### src/hdl/rhp_pkg.sv
// rhp_pkg: register map, bit positions and timing constants for the root hub port block
// assumes a 100 MHz system clock and a 32-bit apb register bus
package rhp_pkg;
  localparam int unsigned CLK_MHZ = 100;
  // port reset duration in microseconds, usb root port customary 10 ms
  localparam int unsigned RESET_TIME_US = 10000;
  localparam int unsigned RESET_CYCLES = RESET_TIME_US * CLK_MHZ;
  // resume signalling duration in microseconds (20 ms)
  localparam int unsigned RESUME_TIME_US = 20000;
  localparam int unsigned RESUME_CYCLES = RESUME_TIME_US * CLK_MHZ;

  localparam logic [11:0] PORT_STATUS_ADDR = 12'h000;
  localparam logic [11:0] PORT_CTRL_ADDR = 12'h004;

  // port status word bit positions
  localparam int unsigned BIT_ATTACHED = 0;
  localparam int unsigned BIT_ENABLED = 1;
  localparam int unsigned BIT_SUSPENDED = 2;
  localparam int unsigned BIT_OVERCURRENT = 3;
  localparam int unsigned BIT_RESET_ACTIVE = 4;
  localparam int unsigned BIT_ATTACH_CHANGE = 16;
  localparam int unsigned BIT_RESUME_DONE = 18;
  localparam int unsigned BIT_RESET_DONE = 20;
  // control word bit: per-port overcurrent reporting enable
  localparam int unsigned BIT_PER_PORT_OC = 0;

  localparam logic [31:0] CTRL_RESET_VALUE = 32'h0000_0001;

  typedef enum logic [1:0] {
    RHP_IDLE,
    RHP_RESET,
    RHP_RESUME
  } rhp_state_e;
endpackage

### src/hdl/rhp_sync.sv
// rhp_sync: two flip-flop synchroniser for a level from outside the clock domain
// assumes the level is stable for several clock cycles
module rhp_sync (
  input wire logic sys_clk,
  input wire logic rst,
  input wire logic async_in,
  output logic sync_out
);
  logic meta_reg;

  always_ff @(posedge sys_clk) begin
    if (rst) begin
      meta_reg <= 1'b0;
      sync_out <= 1'b0;
    end else begin
      meta_reg <= async_in;
      sync_out <= meta_reg;
    end
  end
endmodule // rhp_sync

### src/hdl/rhp_timer.sv
// rhp_timer: down counter that pulses done after a loaded number of cycles
// assumes load is a one-cycle pulse from logic on the same clock
module rhp_timer #(
  parameter int unsigned WIDTH = 32
) (
  input wire logic sys_clk,
  input wire logic rst,
  input wire logic load,
  input wire logic [WIDTH-1:0] count,
  output logic busy,
  output logic done
);
  logic [WIDTH-1:0] cnt_reg;

  always_ff @(posedge sys_clk) begin
    if (rst) begin
      cnt_reg <= '0;
      busy <= 1'b0;
      done <= 1'b0;
    end else if (load) begin
      cnt_reg <= count;
      busy <= 1'b1;
      done <= 1'b0;
    end else if (busy) begin
      cnt_reg <= cnt_reg - WIDTH'(1);
      done <= (cnt_reg == WIDTH'(1));
      busy <= (cnt_reg != WIDTH'(1));
    end else begin
      done <= 1'b0;
    end
  end
endmodule // rhp_timer

### src/hdl/rhp_port.sv
// rhp_port: root hub port reset, resume and overcurrent status with apb registers
// assumes attach/overcurrent pins are asynchronous; enable/suspend set requests come from logic on sys_clk
//
// Contract
// overcurrent bit reads 0 without per-port reporting
// overcurrent bit follows the overcurrent input
// writing 1 starts resume, 0 ignored
// resume starts only while port is suspended
// writing 1 sets reset active and signals reset
// reset done clears active, sets done flag together
// reset on unattached port sets attach change instead
// reset completion also sets port enabled
// suspended cleared at resume end and reset end
// internal timer ends reset without software help
//
// Implementation choices: the address map and the APB register port.
module rhp_port #(
  parameter int unsigned RESET_CYCLES = rhp_pkg::RESET_CYCLES,
  parameter int unsigned RESUME_CYCLES = rhp_pkg::RESUME_CYCLES
) (
  input wire logic sys_clk,
  input wire logic rst,
  input wire logic psel,
  input wire logic penable,
  input wire logic pwrite,
  input wire logic [11:0] paddr,
  input wire logic [31:0] pwdata,
  output logic [31:0] prdata,
  output logic pready,
  output logic pslverr,
  input wire logic attach_pin,
  input wire logic overcurrent_pin,
  input wire logic suspend_request,
  input wire logic enable_request,
  output logic port_reset_drive,
  output logic port_resume_drive
);
  ////////////////////////////////////////////////////////////////////////
  logic device_attached;
  logic oc_sync;
  logic port_enabled_reg;
  logic port_suspended_reg;
  logic port_reset_active_reg;
  logic attach_change_flag_reg;
  logic reset_done_flag_reg;
  logic resume_done_flag_reg;
  logic attach_prev_reg;
  logic [31:0] ctrl_reg;
  logic port_overcurrent_flag;
  rhp_pkg::rhp_state_e state_reg;
  logic tmr_load;
  logic [31:0] tmr_count;
  logic tmr_busy;
  logic tmr_done;
  logic wr_en;
  logic rd_en;
  logic resume_command;
  logic reset_start_command;
  logic reset_end;
  logic resume_end;
  logic reset_accepted;
  logic resume_accepted;
  logic [31:0] status_word;

  rhp_sync u_sync_attach (
    .sys_clk(sys_clk),
    .rst(rst),
    .async_in(attach_pin),
    .sync_out(device_attached)
  );

  rhp_sync u_sync_oc (
    .sys_clk(sys_clk),
    .rst(rst),
    .async_in(overcurrent_pin),
    .sync_out(oc_sync)
  );

  ////////////////////////////////////////////////////////////////////////
  // apb decode: zero wait states, every access answered in its access phase
  function automatic logic addr_hit(input logic [11:0] a, input logic [11:0] r);
    return a == r;
  endfunction

  assign wr_en = psel && penable && pwrite;
  assign rd_en = psel && !penable && !pwrite;
  // a write of 1 in the status word doubles as the command bit
  assign resume_command = wr_en && addr_hit(paddr, rhp_pkg::PORT_STATUS_ADDR)
    && pwdata[rhp_pkg::BIT_OVERCURRENT];
  assign reset_start_command = wr_en && addr_hit(paddr, rhp_pkg::PORT_STATUS_ADDR)
    && pwdata[rhp_pkg::BIT_RESET_ACTIVE];
  assign port_overcurrent_flag = ctrl_reg[rhp_pkg::BIT_PER_PORT_OC] && oc_sync; // see R1
  // reset takes priority over a resume written in the same word
  assign reset_accepted = reset_start_command && device_attached && (state_reg == rhp_pkg::RHP_IDLE);
  assign resume_accepted = resume_command && !reset_start_command && port_suspended_reg
    && (state_reg == rhp_pkg::RHP_IDLE);
  assign reset_end = tmr_done && (state_reg == rhp_pkg::RHP_RESET);
  assign resume_end = tmr_done && (state_reg == rhp_pkg::RHP_RESUME);
  assign tmr_load = reset_accepted || resume_accepted;
  // done lands one edge before the drive falls, so load one less; counts below two are not supported
  assign tmr_count = reset_accepted ? 32'(RESET_CYCLES - 1) : 32'(RESUME_CYCLES - 1);

  rhp_timer #(.WIDTH(32)) u_timer (
    .sys_clk(sys_clk),
    .rst(rst),
    .load(tmr_load),
    .count(tmr_count),
    .busy(tmr_busy),
    .done(tmr_done)
  );

  always_comb begin
    status_word = '0;
    status_word[rhp_pkg::BIT_ATTACHED] = device_attached;
    status_word[rhp_pkg::BIT_ENABLED] = port_enabled_reg;
    status_word[rhp_pkg::BIT_SUSPENDED] = port_suspended_reg;
    status_word[rhp_pkg::BIT_OVERCURRENT] = port_overcurrent_flag; // see R1
    status_word[rhp_pkg::BIT_RESET_ACTIVE] = port_reset_active_reg;
    status_word[rhp_pkg::BIT_ATTACH_CHANGE] = attach_change_flag_reg;
    status_word[rhp_pkg::BIT_RESUME_DONE] = resume_done_flag_reg;
    status_word[rhp_pkg::BIT_RESET_DONE] = reset_done_flag_reg;
  end

  ////////////////////////////////////////////////////////////////////////
  always_ff @(posedge sys_clk) begin
    if (rst) begin
      prdata <= '0;
      pready <= 1'b0;
      pslverr <= 1'b0;
    end else begin
      pready <= psel && !penable;
      pslverr <= psel && !penable && !addr_hit(paddr, rhp_pkg::PORT_STATUS_ADDR)
        && !addr_hit(paddr, rhp_pkg::PORT_CTRL_ADDR);
      if (rd_en) begin
        if (addr_hit(paddr, rhp_pkg::PORT_STATUS_ADDR)) begin
          prdata <= status_word;
        end else if (addr_hit(paddr, rhp_pkg::PORT_CTRL_ADDR)) begin
          prdata <= ctrl_reg;
        end else begin
          prdata <= '0;
        end
      end
    end
  end

  always_ff @(posedge sys_clk) begin
    if (rst) begin
      ctrl_reg <= rhp_pkg::CTRL_RESET_VALUE;
    end else if (wr_en && addr_hit(paddr, rhp_pkg::PORT_CTRL_ADDR)) begin
      ctrl_reg <= pwdata & rhp_pkg::CTRL_RESET_VALUE;
    end
  end

  ////////////////////////////////////////////////////////////////////////
  always_ff @(posedge sys_clk) begin
    if (rst) begin
      state_reg <= rhp_pkg::RHP_IDLE;
    end else begin
      case (state_reg)
        rhp_pkg::RHP_IDLE: begin
          if (reset_accepted) begin
            state_reg <= rhp_pkg::RHP_RESET;
          end else if (resume_accepted) begin
            state_reg <= rhp_pkg::RHP_RESUME;
          end
        end
        rhp_pkg::RHP_RESET: begin
          if (reset_end) begin
            state_reg <= rhp_pkg::RHP_IDLE;
          end
        end
        rhp_pkg::RHP_RESUME: begin
          if (resume_end) begin
            state_reg <= rhp_pkg::RHP_IDLE;
          end
        end
        default: begin
          state_reg <= rhp_pkg::RHP_IDLE;
        end
      endcase
    end
  end

  always_ff @(posedge sys_clk) begin
    if (rst) begin
      port_reset_active_reg <= 1'b0;
    end else if (reset_accepted) begin
      port_reset_active_reg <= 1'b1;
    end else if (reset_end) begin
      port_reset_active_reg <= 1'b0;
    end
  end

  always_ff @(posedge sys_clk) begin
    if (rst) begin
      port_reset_drive <= 1'b0;
      port_resume_drive <= 1'b0;
    end else begin
      port_reset_drive <= (reset_accepted || port_reset_active_reg) && !reset_end;
      port_resume_drive <= (resume_accepted || state_reg == rhp_pkg::RHP_RESUME) && !resume_end;
    end
  end

  // change flags: write 1 to clear, but a set in the same cycle wins
  always_ff @(posedge sys_clk) begin
    if (rst) begin
      reset_done_flag_reg <= 1'b0;
      resume_done_flag_reg <= 1'b0;
      attach_change_flag_reg <= 1'b0;
      attach_prev_reg <= 1'b0;
    end else begin
      attach_prev_reg <= device_attached;
      if (reset_end) begin
        reset_done_flag_reg <= 1'b1;
      end else if (wr_en && addr_hit(paddr, rhp_pkg::PORT_STATUS_ADDR) && pwdata[rhp_pkg::BIT_RESET_DONE]) begin
        reset_done_flag_reg <= 1'b0;
      end
      if (resume_end) begin
        resume_done_flag_reg <= 1'b1;
      end else if (wr_en && addr_hit(paddr, rhp_pkg::PORT_STATUS_ADDR) && pwdata[rhp_pkg::BIT_RESUME_DONE]) begin
        resume_done_flag_reg <= 1'b0;
      end
      if ((reset_start_command && !device_attached) || (attach_prev_reg != device_attached)) begin
        attach_change_flag_reg <= 1'b1;
      end else if (wr_en && addr_hit(paddr, rhp_pkg::PORT_STATUS_ADDR) && pwdata[rhp_pkg::BIT_ATTACH_CHANGE]) begin
        attach_change_flag_reg <= 1'b0;
      end
    end
  end

  always_ff @(posedge sys_clk) begin
    if (rst) begin
      port_enabled_reg <= 1'b0;
    end else if (reset_end) begin
      port_enabled_reg <= 1'b1;
    end else if (!device_attached) begin
      port_enabled_reg <= 1'b0;
    end else if (enable_request) begin
      port_enabled_reg <= 1'b1;
    end
  end

  always_ff @(posedge sys_clk) begin
    if (rst) begin
      port_suspended_reg <= 1'b0;
    end else if (reset_end || resume_end) begin
      port_suspended_reg <= 1'b0;
    end else if (suspend_request && device_attached && state_reg == rhp_pkg::RHP_IDLE) begin
      port_suspended_reg <= 1'b1;
    end
  end

  ////////////////////////////////////////////////////////////////////////
  // drive lengths, read only by the duration checks
  logic [31:0] reset_len_reg;
  logic [31:0] resume_len_reg;
  always_ff @(posedge sys_clk) begin
    if (rst) begin
      reset_len_reg <= '0;
      resume_len_reg <= '0;
    end else begin
      reset_len_reg <= port_reset_drive ? reset_len_reg + 32'h0000_0001 : '0;
      resume_len_reg <= port_resume_drive ? resume_len_reg + 32'h0000_0001 : '0;
    end
  end

  a_reset_length: assert property (@(posedge sys_clk) disable iff (rst)
    ($fell(port_reset_drive) && !$past(rst)) |-> reset_len_reg == 32'(RESET_CYCLES))
    else $error("reset signalling length wrong");
  a_resume_length: assert property (@(posedge sys_clk) disable iff (rst)
    ($fell(port_resume_drive) && !$past(rst)) |-> resume_len_reg == 32'(RESUME_CYCLES))
    else $error("resume signalling length wrong");
  a_reset_sets_active: assert property (@(posedge sys_clk) disable iff (rst)
    reset_accepted |=> port_reset_active_reg && port_reset_drive)
    else $error("reset command did not start reset");
  a_reset_unattached: assert property (@(posedge sys_clk) disable iff (rst)
    (reset_start_command && !device_attached) |=> !$rose(port_reset_active_reg) && attach_change_flag_reg)
    else $error("reset on unattached port misbehaved");
  a_reset_done_pair: assert property (@(posedge sys_clk) disable iff (rst)
    $fell(port_reset_active_reg) |-> $rose(reset_done_flag_reg) || reset_done_flag_reg)
    else $error("reset active fell without done flag");
  a_reset_enables: assert property (@(posedge sys_clk) disable iff (rst)
    reset_end |=> port_enabled_reg && !port_suspended_reg)
    else $error("reset end did not enable port");
  a_resume_needs_susp: assert property (@(posedge sys_clk) disable iff (rst)
    (resume_command && !port_suspended_reg && state_reg == rhp_pkg::RHP_IDLE) |=> state_reg != rhp_pkg::RHP_RESUME)
    else $error("resume started while not suspended");
  a_resume_clears_susp: assert property (@(posedge sys_clk) disable iff (rst)
    resume_end |=> !port_suspended_reg && resume_done_flag_reg)
    else $error("resume end left port suspended");
  a_oc_follows: assert property (@(posedge sys_clk) disable iff (rst)
    (ctrl_reg[rhp_pkg::BIT_PER_PORT_OC] && !$past(rst, 1) && !$past(rst, 2))
      |-> status_word[rhp_pkg::BIT_OVERCURRENT] == $past(overcurrent_pin, 2))
    else $error("overcurrent flag does not follow input");
  a_oc_zero_global: assert property (@(posedge sys_clk) disable iff (rst)
    !ctrl_reg[rhp_pkg::BIT_PER_PORT_OC] |-> !status_word[rhp_pkg::BIT_OVERCURRENT])
    else $error("overcurrent bit set without per-port reporting");
  a_reset_timed_end: assert property (@(posedge sys_clk) disable iff (rst)
    $rose(port_reset_active_reg) |-> tmr_busy)
    else $error("reset started without timer");
  c_reset_done: cover property (@(posedge sys_clk) disable iff (rst) reset_end);
  c_resume_done: cover property (@(posedge sys_clk) disable iff (rst) resume_end);
  c_reset_unattached: cover property (@(posedge sys_clk) disable iff (rst) reset_start_command && !device_attached);
  c_oc_seen: cover property (@(posedge sys_clk) disable iff (rst) port_overcurrent_flag);
  c_reset_over_resume: cover property (@(posedge sys_clk) disable iff (rst) reset_accepted && resume_command);
endmodule // rhp_port

### config.mk
export PLATFORM = sky130hd
export DESIGN_NAME = rhp_port
export DESIGN_NICKNAME = d
export VERILOG_FILES = /design/src/hdl/rhp_pkg.sv /design/src/hdl/rhp_sync.sv /design/src/hdl/rhp_timer.sv /design/src/hdl/rhp_port.sv
export SDC_FILE = /design/constraint.sdc
export NUM_CORES = 1
export LEC_CHECK = 0
export ABC_CLOCK_PERIOD_IN_PS = 2500
export BUFFER_PORTS_ARGS = -buffer_cell sky130_fd_sc_hd__buf_2
export CAP_MARGIN = 20
export CORE_MARGIN = 10
export CORE_UTILIZATION = 30
export CTS_BUF_LIST = sky130_fd_sc_hd__clkbuf_2 sky130_fd_sc_hd__clkbuf_4 sky130_fd_sc_hd__clkbuf_8
export CTS_CLUSTER_SIZE = 20
export DETAILED_ROUTE_END_ITERATION = 8
export HOLD_SLACK_MARGIN = 0.15
export SKIP_LAST_GASP = 1
export SLEW_MARGIN = 30
export SYNTH_ARGS = -nofsm -noshare
export SYNTH_HDL_FRONTEND = slang
export SYNTH_SLANG_ARGS = --single-unit
### constraint.sdc
create_clock -name sys_clk -period 2.5 [get_ports sys_clk]
set_input_delay 0.625 -clock sys_clk [delete_from_list [all_inputs] [get_ports sys_clk]]
set_output_delay 0.625 -clock sys_clk [all_outputs]
set_load 0.1 [all_outputs]
Word level (Yosys, flattened, before mapping)
Cells that the tools add are included.
{ "word_totals": {"reg_bits": 84, "inputBits": 53, "out_inout_bits": 36, "word_cells": 105} }
{ "op_classes": {"addsub": 1, "eq_ne": 10, "n_mux": 23, "bitwise": 1, "n_reduce_logical": 49} }
{ "ops": {"columns": ["operator", "n"], "rows": [
  ["two-way mux 32 bit", 2],
  ["two-way mux 21 bit", 2],
  ["== test 32 x 1 -> 1 bit, second input constant", 1],
  ["inequality test 32 x 1 -> 1 bit, second input constant", 1],
  ["subtractor 32 x 1 -> 32 bit, second input constant", 1],
  ["logical AND 1 bit", 26],
  ["two-way mux 1 bit", 14],
  ["== test 12 x 3 -> 1 bit, second input constant", 1],
  ["zero test 12 bit", 1],
  ["nonzero test 2 bit", 5],
  ["zero test 1 bit", 8],
  ["two-way mux 2 bit", 4],
  ["inequality test 3 bit, second input constant", 2],
  ["case mux 2 bit (3 select lines)", 1],
  ["logical OR 1 bit", 5],
  ["inequality test 2 bit, second input constant", 2],
  ["AND reduction 3 bit", 1],
  ["OR reduction 3 bit", 1],
  ["== test 2 x 1 -> 1 bit, second input constant", 1],
  ["== test 2 bit, second input constant", 1],
  ["zero test 2 bit", 1],
  ["OR reduction 2 bit", 1],
  ["inequality test 1 bit", 1],
  ["inverter 1 bit", 1]
]} }

Logic depth before layout (Yosys ltp)
Gate-level depths: netlist of the first run.
{ "logic_depth": {"word_depth": 11, "depth_mapped": 8, "depth_no_buf": 8} }

Cells and area by module
A second synthesis of the first run with hierarchy kept.
{ "hier_totals": {"hier_cells": 381, "hier_area_um2": 3251.9} }
{ "by_module_without_submodules": {"columns": ["mod", "n_inst", "cells_each", "area_per_inst_um2", "seq_area_each_um2"], "rows": [
  ["rhp_timer", 1, 255, 2018.2, 680.7],
  ["rhp_port", 1, 118, 1128.6, 440.4],
  ["rhp_sync", 2, 4, 52.6, 40.0]
]} }

Least setup slack after synthesis of the first run
OpenSTA, ideal clock, no wires.
{ "synth_timing": {"kind": "input -> register", "from": "in paddr[9]", "to": "reg u_timer.cnt_reg[31]", "arrival_ns": 1.886, "setup_slack_ns": 0.499, "cell_stages": 7, "path_cell_list": "nor4_1 > and4_1 > buf_6 > a21oi_2 > nor4_4 > xnor2_1 > nor2_1"} }
{ "synth_via": {"elab_chain_len": 9, "word_cells_on_any_way": 13} }
{ "synth_lines": {"columns": ["element", "line_no", "text"], "rows": [
  ["start, declared", "rhp_port.sv:26", "input wire logic [11:0] paddr,"],
  ["zero test 12 bit (*)", "rhp_port.sv:82", "return a == r;"],
  ["logical AND 1 bit (*)", "rhp_port.sv:88, rhp_port.sv:90", null],
  ["logical AND 1 bit", "rhp_port.sv:91", "&& pwdata[rhp_pkg::BIT_RESET_ACTIVE];"],
  ["zero test 1 bit", "rhp_port.sv:95", "assign resume_accepted = resume_command && !reset_start_command && port_suspended_reg"],
  ["logical AND 1 bit (2 in a row)", "rhp_port.sv:95", null],
  ["logical AND 1 bit", "rhp_port.sv:96", "&& (state_reg == rhp_pkg::RHP_IDLE);"],
  ["logical OR 1 bit (*)", "rhp_port.sv:99", "assign tmr_load = reset_accepted || resume_accepted;"],
  ["two-way mux 32 bit or nonzero test 2 bit (tied branches)", null, null],
  ["end signal, assigned", "rhp_timer.sv:21", "cnt_reg <= count;"],
  ["end signal, assigned", "rhp_timer.sv:25", "cnt_reg <= cnt_reg - WIDTH'(1);"],
  ["end, declared", "rhp_timer.sv:13", "logic [WIDTH-1:0] cnt_reg;"]
]} }
Every way passes the cells marked *; elsewhere a longest branch is shown, timed or not.
A chain may end at the register's enable or synchronous reset.

Final worst setup path of the first run
{ "layout_timing": {"from": "in paddr[9]", "to": "reg u_timer.cnt_reg[14]"} }
{ "layout_via": {"elab_chain_len": 9, "word_cells_on_any_way": 14} }
{ "layout_lines": {"columns": ["element", "line_no"], "rows": [
  ["zero test 12 bit (*)", "rhp_port.sv:82"],
  ["logical AND 1 bit (*)", "rhp_port.sv:88, rhp_port.sv:90"],
  ["logical AND 1 bit", "rhp_port.sv:91"],
  ["zero test 1 bit", "rhp_port.sv:95"],
  ["logical AND 1 bit (2 in a row)", "rhp_port.sv:95"],
  ["logical AND 1 bit", "rhp_port.sv:96"],
  ["logical OR 1 bit", "rhp_port.sv:99"],
  ["two-way mux 32 bit or nonzero test 2 bit (tied branches)", null]
]} }
Marked as above.

==> impl_metrics.yaml, run 1 <==
cts:
  clockRootBuffer: "clkbuf_8"
  clock_path_buffers: 2
  htreeDepth: 3
  cts_setup_buffers: 0
  clk_latency_ns: 0.34
  post_cts_resized: 0
  numClockSinks: 60
  numCtsBuffers: 9
  ctsHoldBuffers: 0
  cts_tree: "done"
  clk_pin_slew_ns: 0.07
route:
  drt_drc_violations_left: 0
  routed-via-count: 2312
  wl_per_cell_um: 13.0
  avgViaCountPerCell: 4.58
  ant_nets: 0
  routed_wl_um: 6560
  drt_pass1_iterations: 4
  drt-initial-drc-count: 166
critical_path:
  crit_fanout: 6
  critPathKind: "primary input to register"
  critPathCaptureType: "register"
  crit_arrival_ns: 2.38
  required_ns: 2.78
  start_kind: "primary input"
timing:
  slew_violations: 0
  setup_tns_ns: 0
  fin_crit_sh: 0.841
  finalClockSkew_ns: 0.0113
  rsz0062_at_grt: "false"
  slew_headroom: 0.430
  fin_ws_ns: 0.398
  period_needed_ns: 2.10
  final-setup-viol-count: 0
  fmax_mhz: 476
  tightestPinTransition_ns: 0.853
  final_hold_viol_count: 0
cells_and_area:
  nets: 426
  syn_to_final_growth_pct: 16.7
  antennaDiodeCount: 0
  drive_gt1_frac: 0.207
  largest_register_ffs: 32
  fin_cells: 505
  layout_common_cells: "60 x dfxtp_1, 41 x nor2_1, 38 x buf_2"
  final_common_cell: "dfxtp_1"
  design_area_um2: 3340
  n_fill_cell: 972
pwr:
  powerDensity_nw_per_um2: 650
  p_leak_nw: 1.33
  p_clk_frac: 0.448
  netSwitchingPower_uw: 614
  seqPwrFrac: 0.445
  power_frac_comb: 0.107
  totalPowerFinal_mw: 2.17
  peakVddDrop_v: 0.000335
  p_sw_frac: 0.283
  p_int_mw: 1.56
global_route:
  grt_pass1_vias: 2269
  antenna_found_initial: 0
  gr-total-overflow: 0
  grt_max_degree: 24
  grt_pass1_wl_um: 11100
  grt.total_usage: 0.0955
placed_design:
  hpwlAfterDp_um: 4900
  port_buffers: 38
  routabilityCongestion: 0.769
  placed_area_um2: 3120
  pre_cts_slack_ns: 0.0590
  dpl.cell_count: 489
run:
  maxCapViolCount: 0
logic_synthesis:
  ys.flop_type: "dfxtp_1"
  async_flop_share: 0
  syn_area_per_cell_um2: 8.75
  synthCells: 327
  ys_ff_latch: 60
  synth_enable_flop_cells: 0
  seq_area_frac_synth: 0.420
  syn_area_um2: 2860
  yosys_warnings: 0
  synth_cell_types: 48
floorplan:
  initial_core_util: 0.308
  die_area_um2: 13800
  die_w_um: 118
  rows: 35
  die_h_um: 118
  core_area_um2: 9280
  ios: 89
run_status:
  status: "finished clean"
worst_hold_path:
  min-delay-path-class: "register to register"
## worst max-delay path, cell delays in order
cell and delay [ns]:
buf_2 0.09, nor4_1 0.45, nand4_1 0.26, nand2b_1 0.31, and2_1 0.27, a211o_1 0.27, a21boi_1 0.11
## layer usage
| layer | GRT usage | share of wire |
|---|---|---|
| met2 | 0.150 | 0.44 |
| met3 | 0.0484 | 0.070 |
| met1 | 0.112 | 0.49 |
| met4 | 0.0270 | 0.0062 |
| met5 | 0 | 0 |
## worst paths after layout
| path | start | endpoint | slack, ns | depth (start not counted) |
|---|---|---|---|---|
| max | paddr[9] | u_timer.cnt_reg[14] | 0.40 | 7 |
| min | u_sync_oc.meta_reg | u_sync_oc.sync_out | 0.44 | 1 |
| max reg2reg | u_timer.cnt_reg[9] | u_timer.cnt_reg[31] | 0.46 | 6 |
| min reg2reg | u_sync_oc.meta_reg | u_sync_oc.sync_out | 0.44 | 1 |
## synthesized netlist by cell type, types with 2 or more instances
cell,number,area share
or3_1,5,0.011
a21oi_1,27,0.047
nor3_1,15,0.026
xnor2_1,16,0.049
nand3_1,8,0.014
buf_6,2,0.0079
xor2_1,6,0.018
a31o_2,2,0.0061
mux2i_1,2,0.0070
a32oi_1,2,0.0061
buf_4,24,0.063
nand4_1,5,0.011
or2_2,2,0.0044
nor2b_1,7,0.015
nor4_1,5,0.011
nand2_1,21,0.028
dfxtp_1,60,0.42
a22oi_1,7,0.018
a31oi_1,5,0.011
o21ai_0,9,0.016
or3_2,2,0.0052
ha_1,2,0.0087
nand2b_1,5,0.011
and3_1,3,0.0066
nand3b_1,2,0.0052
clkbuf_1,8,0.010
a211oi_1,2,0.0052
nor2_1,41,0.054
nand4b_1,3,0.0092
nor4_2,5,0.022
nor4_4,2,0.015
and2_1,2,0.0044
inv_1,5,0.0066
## final cells by class
type / instances / area [µm²] / share of cell area
Clock buffer: 9 / 124 / 0.0371
Clock inverter: 7 / 98.8 / 0.0296
Inverter: 5 / 18.8 / 0.00562
Multi-Input combinational cell: 250 / 1480 / 0.443
Sequential cell: 60 / 1200 / 0.360
Tap cell: 129 / 161 / 0.0483
Timing Repair Buffer: 45 / 255 / 0.0764
## kinds of logic after synthesis
logic type	share of synthesized area
other	0.00131
multiplexers	0.00700
adder cells (fa/ha/maj)	0.00874
flip-flops	0.420
XOR/XNOR	0.0673
AND/OR/NAND/NOR	0.275
buffers and inverters	0.0927
AO/OA/AOI/OAI	0.128
## power by group through the flow
stage / Clock [mW] / Sequential, mW / Combinational (mW)
2_1_floorplan: 0 / 0.998 / 0.218
3_3_place_gp: 0 / 0.990 / 0.230
3_5_place_dp: 0 / 0.990 / 0.231
4_1_cts: 1.00 / 0.968 / 0.231
5_1_grt: 1.07 / 0.969 / 0.243
6_report: 0.973 / 0.968 / 0.232
## through the flow
stage                      util  hold WS (ns)
after floorplan               -         0.414
after global placement    0.336         0.418
after detailed placement  0.336         0.441
after CTS                 0.360         0.453
after global routing      0.360         0.465
final                     0.360         0.444
Note: power is estimated with default switching activity, not from simulation.
==> inputs of run 2 (changes only) <==
Settings changed: ABC_AREA set to 1, ABC_CLOCK_PERIOD_IN_PS 2500 to 2100.
Clock period 2.5 ns to 2.1 ns, I/O delays scaled along.
==> impl_metrics.yaml, run 2 <==
logic_synthesis:
  yosys.area.top_type_share: 0.344
  ys_ff_latch: 60
  syn_area_per_cell_um2: 6.53
  synth_commonest_cells: "100 x nand2_1, 95 x nor2_1, 74 x inv_1"
  yosys.cell_count.top_type: "nand2_1"
  synth_enable_flop_cells: 0
  syn_area_um2: 3490
  yosysTopAreaCell: "dfxtp_1"
  ys.flop_type: "dfxtp_1"
  synthCells: 534
  async_flop_share: 0
  yosys-top-cells-area: "dfxtp_1 34%, nand2_1 11%, nor2_1 10%"
  synth_cell_types: 36
  seq_area_frac_synth: 0.344
  yosys_warnings: 0
timing:
  fmax_mhz: 531
  rsz0062_at_grt: "false"
  fin_ws_ns: 0.216
  period_needed_ns: 1.88
  final_hold_viol_count: 0
  final-setup-viol-count: 0
  slew_violations: 0
  tightestPinTransition_ns: 0.672
  fin_crit_sh: 0.897
  finalClockSkew_ns: 0.00788
  slew_headroom: 0.548
placed_design:
  dpl.cell_count: 709
  hpwlAfterDp_um: 7210
  placed_area_um2: 3760
  port_buffers: 38
  routabilityCongestion: 0.898
  pre_cts_slack_ns: -0.0448
cells_and_area:
  largest_register_ffs: 32
  fin_cells: 725
  regArea_um2: 1200
  final_common_cell: "nand2_1"
  drive_gt1_frac: 0.129
  design_area_um2: 4040
  layout_common_cells: "100 x nand2_1, 95 x nor2_1, 74 x inv_1"
  syn_to_final_growth_pct: 15.7
  antennaDiodeCount: 0
  multi_input_area_um2: 1820
  nets: 632
  n_fill_cell: 1270
global_route:
  grt_max_degree: 27
  grt_pass1_wl_um: 15900
  grt_pass1_vias: 3356
  gr-total-overflow: 0
  grt.total_usage: 0.117
  antenna_found_initial: 0
cts:
  cts_setup_buffers: 0
  numCtsBuffers: 9
  ctsHoldBuffers: 0
  clk_latency_ns: 0.34
  post_cts_resized: 0
  cts_tree: "done"
  clock_path_buffers: 2
  numClockSinks: 60
  clockRootBuffer: "clkbuf_8"
  clk_pin_slew_ns: 0.07
  htreeDepth: 3
pwr:
  power_frac_comb: 0.118
  seqPwrFrac: 0.395
  p_sw_frac: 0.264
  p_leak_nw: 2.14
  p_int_mw: 2.16
  peakVddDrop_v: 0.000350
  p_clk_frac: 0.487
  powerDensity_nw_per_um2: 728
  netSwitchingPower_uw: 776
critical_path:
  critPathKind: "register to register"
  crit_fanout: 8
  required_ns: 2.33
  crit_arrival_ns: 2.11
  start_kind: "register"
  rr_startpoint: "u_timer.cnt_reg[1]"
  critPathCaptureType: "register"
  crit_start: "u_timer.cnt_reg[1]"
floorplan:
  ios: 89
  die_w_um: 128
  core_area_um2: 11400
  initial_core_util: 0.306
  die_area_um2: 16300
  die_h_um: 128
  rows: 39
route:
  ant_nets: 0
  avgViaCountPerCell: 4.73
  routed-via-count: 3431
  drt_drc_violations_left: 0
  drt-initial-drc-count: 277
  wl_per_cell_um: 13.1
  drt_pass1_iterations: 4
  routed_wl_um: 9520
worst_hold_path:
  min_from: "attach_pin"
  min-delay-path-class: "primary input to register"
run:
  maxCapViolCount: 0
run_status:
  status: "finished clean"
-- run 2: changes by cell type in the layout (fill, tap and decap cells not counted), moves of 6 or more --
cell / previous run / this run
a22oi_1: 7 / 0
inv_1: 5 / 74
o21ai_0: 9 / 28
xnor2_1: 16 / 4
a21oi_1: 27 / 34
buf_4: 6 / 12
nand2_1: 21 / 100
nand3_1: 8 / 25
nor2_1: 41 / 95
nor2b_1: 7 / 0
nor3_1: 15 / 3
nand4_1: 5 / 30
-- run 2: final timing paths --
| kind | end | slack, ns | cells after the start |
|---|---|---|---|
| hold / removal | u_sync_attach.meta_reg | 0.39 | 3 |
| setup / recovery | u_timer.cnt_reg[26] | 0.22 | 9 |
| hold reg to reg | u_sync_attach.sync_out | 0.41 | 2 |
| setup reg to reg | u_timer.cnt_reg[26] | 0.22 | 9 |
-- run 2: power groups by stage --
stage | Clock [mW] | Combinational, mW | Sequential [mW]
after CTS | 1.46 | 0.346 | 1.16
after detailed placement | 0 | 0.345 | 1.19
after global placement | 0 | 0.343 | 1.19
final | 1.43 | 0.348 | 1.16
after floorplan | 0 | 0.266 | 1.25
after global routing | 1.52 | 0.362 | 1.16
-- run 2: logic make-up after synthesis --
| group | after synthesis | share of synthesized area |
|---|---|---|
| compound gates | 73 | 0.113 |
| xor+xnor | 13 | 0.0326 |
| fa+ha+maj | 2 | 0.00717 |
| buf+inv | 116 | 0.158 |
| flops | 60 | 0.344 |
| other cells | 1 | 0.00108 |
| simple gates | 269 | 0.344 |
-- run 2: layer usage --
layer  GRT usage  vias to the layer above  part of all wire
met3      0.0302                       10             0.078
li1            -                     1743                 -
met1       0.138                     1575              0.44
met2       0.199                      103              0.47
met4      0.0424                        0             0.014
met5           0                        -                 0
-- run 2: per-stage QoR --
| stage | TNS, ns | power [mW] | utilization | hold WS (ns) |
|---|---|---|---|---|
| 6_report | 0 | 2.94 | 0.353 | 0.390 |
| 5_1_grt | 0 | 3.04 | 0.353 | 0.386 |
| 4_1_cts | 0 | 2.96 | 0.353 | 0.380 |
| 3_5_place_dp | -0.0895 | 1.53 | 0.330 | 0.396 |
| 3_3_place_gp | 0 | 1.53 | 0.330 | 0.391 |
| 2_1_floorplan | 0 | 1.51 | - | 0.388 |
-- run 2: final cells by class --
cell class	count	share of cell area
clock inverters	4	0.0298
inverters	75	0.0697
multi-input cells	381	0.451
repair buffers	50	0.0694
well taps	143	0.0443
clock buffers	12	0.0378
flip-flops and latches	60	0.298
-- run 2: critical path, stage by stage (launching register included) --
cell and delay, ns:
dfxtp_1 0.31, inv_1 0.09, ha_1 0.17, nand2_1 0.14, nor2_4 0.26, nand2_1 0.14
nor4_1 0.39, nand3_1 0.14, nand2_1 0.08, nor2_1 0.04
==> inputs of run 3 (changes only) <==
Settings changed: CORE_MARGIN 10 to not set, TNS_END_PERCENT set to 30.
==> impl_metrics.yaml, run 3 (synthesized netlist as in run 2, its figures left out) <==
run_status:
  status: "finished clean"
pwr:
  powerDensity_nw_per_um2: 663
  p_int_mw: 1.86
  p_clk_frac: 0.433
  peakVddDrop_v: 0.000401
  power_frac_comb: 0.131
  netSwitchingPower_uw: 799
  p_leak_nw: 2.13
  p_sw_frac: 0.301
  seqPwrFrac: 0.437
route:
  routed_wl_um: 8620
  avgViaCountPerCell: 4.64
  drt_drc_violations_left: 0
  ant_nets: 0
  drt-initial-drc-count: 133
  wl_per_cell_um: 11.9
  routed-via-count: 3373
  drt_pass1_iterations: 4
timing:
  final-setup-viol-count: 0
  slew_headroom: 0.642
  fin_ws_ns: 0.321
  fmax_mhz: 562
  final_hold_viol_count: 0
  fin_crit_sh: 0.847
  finalClockSkew_ns: 0.00725
  hold_slack_ns: 0.371
  rsz0062_at_grt: "false"
  tightestPinTransition_ns: 0.532
  period_needed_ns: 1.78
  slew_violations: 0
  setup_tns_ns: 0
global_route:
  grt_pass1_wl_um: 14800
  grt_max_degree: 21
  grt.total_usage: 0.159
  grt_pass1_vias: 3203
  antenna_found_initial: 0
  gr-total-overflow: 0
cts:
  cts_setup_buffers: 0
  numCtsBuffers: 9
  clockRootBuffer: "clkbuf_8"
  htreeDepth: 3
  numClockSinks: 60
  post_cts_resized: 0
  clk_latency_ns: 0.35
  clk_pin_slew_ns: 0.07
  clock_path_buffers: 2
  ctsHoldBuffers: 0
  cts_tree: "done"
placed_design:
  pre_cts_slack_ns: -0.0507
  hpwlAfterDp_um: 6570
  routabilityCongestion: 0.882
  port_buffers: 38
critical_path:
  crit_arrival_ns: 2.03
  crit_fanout: 8
  critPathCaptureType: "register"
  required_ns: 2.35
  critPathKind: "register to register"
  worstRegToRegCells: 9
  start_kind: "register"
cells_and_area:
  layout_common_cells: "100 x nand2_1, 95 x nor2_1, 74 x inv_1"
  syn_to_final_growth_pct: 14.8
  final_common_cell: "nand2_1"
  fin_util: 0.352
  antennaDiodeCount: 0
  drive_gt1_frac: 0.132
  nets: 634
  largest_register_ffs: 32
floorplan:
  ios: 89
  initial_core_util: 0.307
  die_area_um2: 12100
  rows: 39
  die_h_um: 110
  core_area_um2: 11400
  die_w_um: 110
worst_hold_path:
  min-delay-path-class: "primary input to register"
  hold_depth: 3
run:
  maxCapViolCount: 0
[run 3: per-stage QoR]
| stage | instance area [µm²] | power, mW | instances |
|---|---|---|---|
| final | 4010 | 2.66 | 727 |
| after global routing | 4010 | 2.76 | 727 |
| after CTS | 4010 | 2.68 | 727 |
| after detailed placement | 3790 | 1.53 | 711 |
| after global placement | 3790 | 1.53 | 711 |
| after floorplan | 3570 | 1.51 | 557 |
[run 3: area by class of cell]
class / instances / area, µm²
Clock buffer: 9 / 124
Clock inverter: 7 / 91.3
Fill cell: 1220 / 7360
Inverter: 75 / 282
Multi-Input combinational cell: 381 / 1820
Sequential cell: 60 / 1200
Tap cell: 143 / 179
Timing Repair Buffer: 52 / 308
[run 3: worst paths after layout]
kind	start	slack, ns	end
worst min register to register	u_sync_oc.meta_reg	0.41	u_sync_oc.sync_out
worst max register to register	u_timer.cnt_reg[0]	0.32	u_timer.cnt_reg[26]
worst max-delay path	u_timer.cnt_reg[0]	0.32	u_timer.cnt_reg[26]
worst min-delay path	overcurrent_pin	0.37	u_sync_oc.meta_reg
[run 3: worst max-delay path: stages, from the launching register on]
cell     delay, ns
dfxtp_1       0.34
inv_1         0.08
ha_1          0.16
nand2_1       0.14
nor2_4        0.25
nand2_1       0.13
nor4_1        0.34
nand3_1       0.13
nand2_1       0.08
nor2_1        0.04
[run 3: power by group through the flow]
stage | Clock, mW | Combinational, mW | Sequential [mW]
5_1_grt | 1.23 | 0.365 | 1.16
2_1_floorplan | 0 | 0.266 | 1.25
3_5_place_dp | 0 | 0.347 | 1.19
3_3_place_gp | 0 | 0.344 | 1.19
6_report | 1.15 | 0.347 | 1.16
4_1_cts | 1.17 | 0.347 | 1.16
[run 3: per-layer routing]
metal | GRT usage | wire length (µm) | vias up
met4 | 0.0686 | 201 | 0
met1 | 0.200 | 4090 | 1523
met2 | 0.263 | 3980 | 78
met3 | 0.0326 | 352 | 18
met5 | 0 | 0 | -
li1 | - | - | 1754
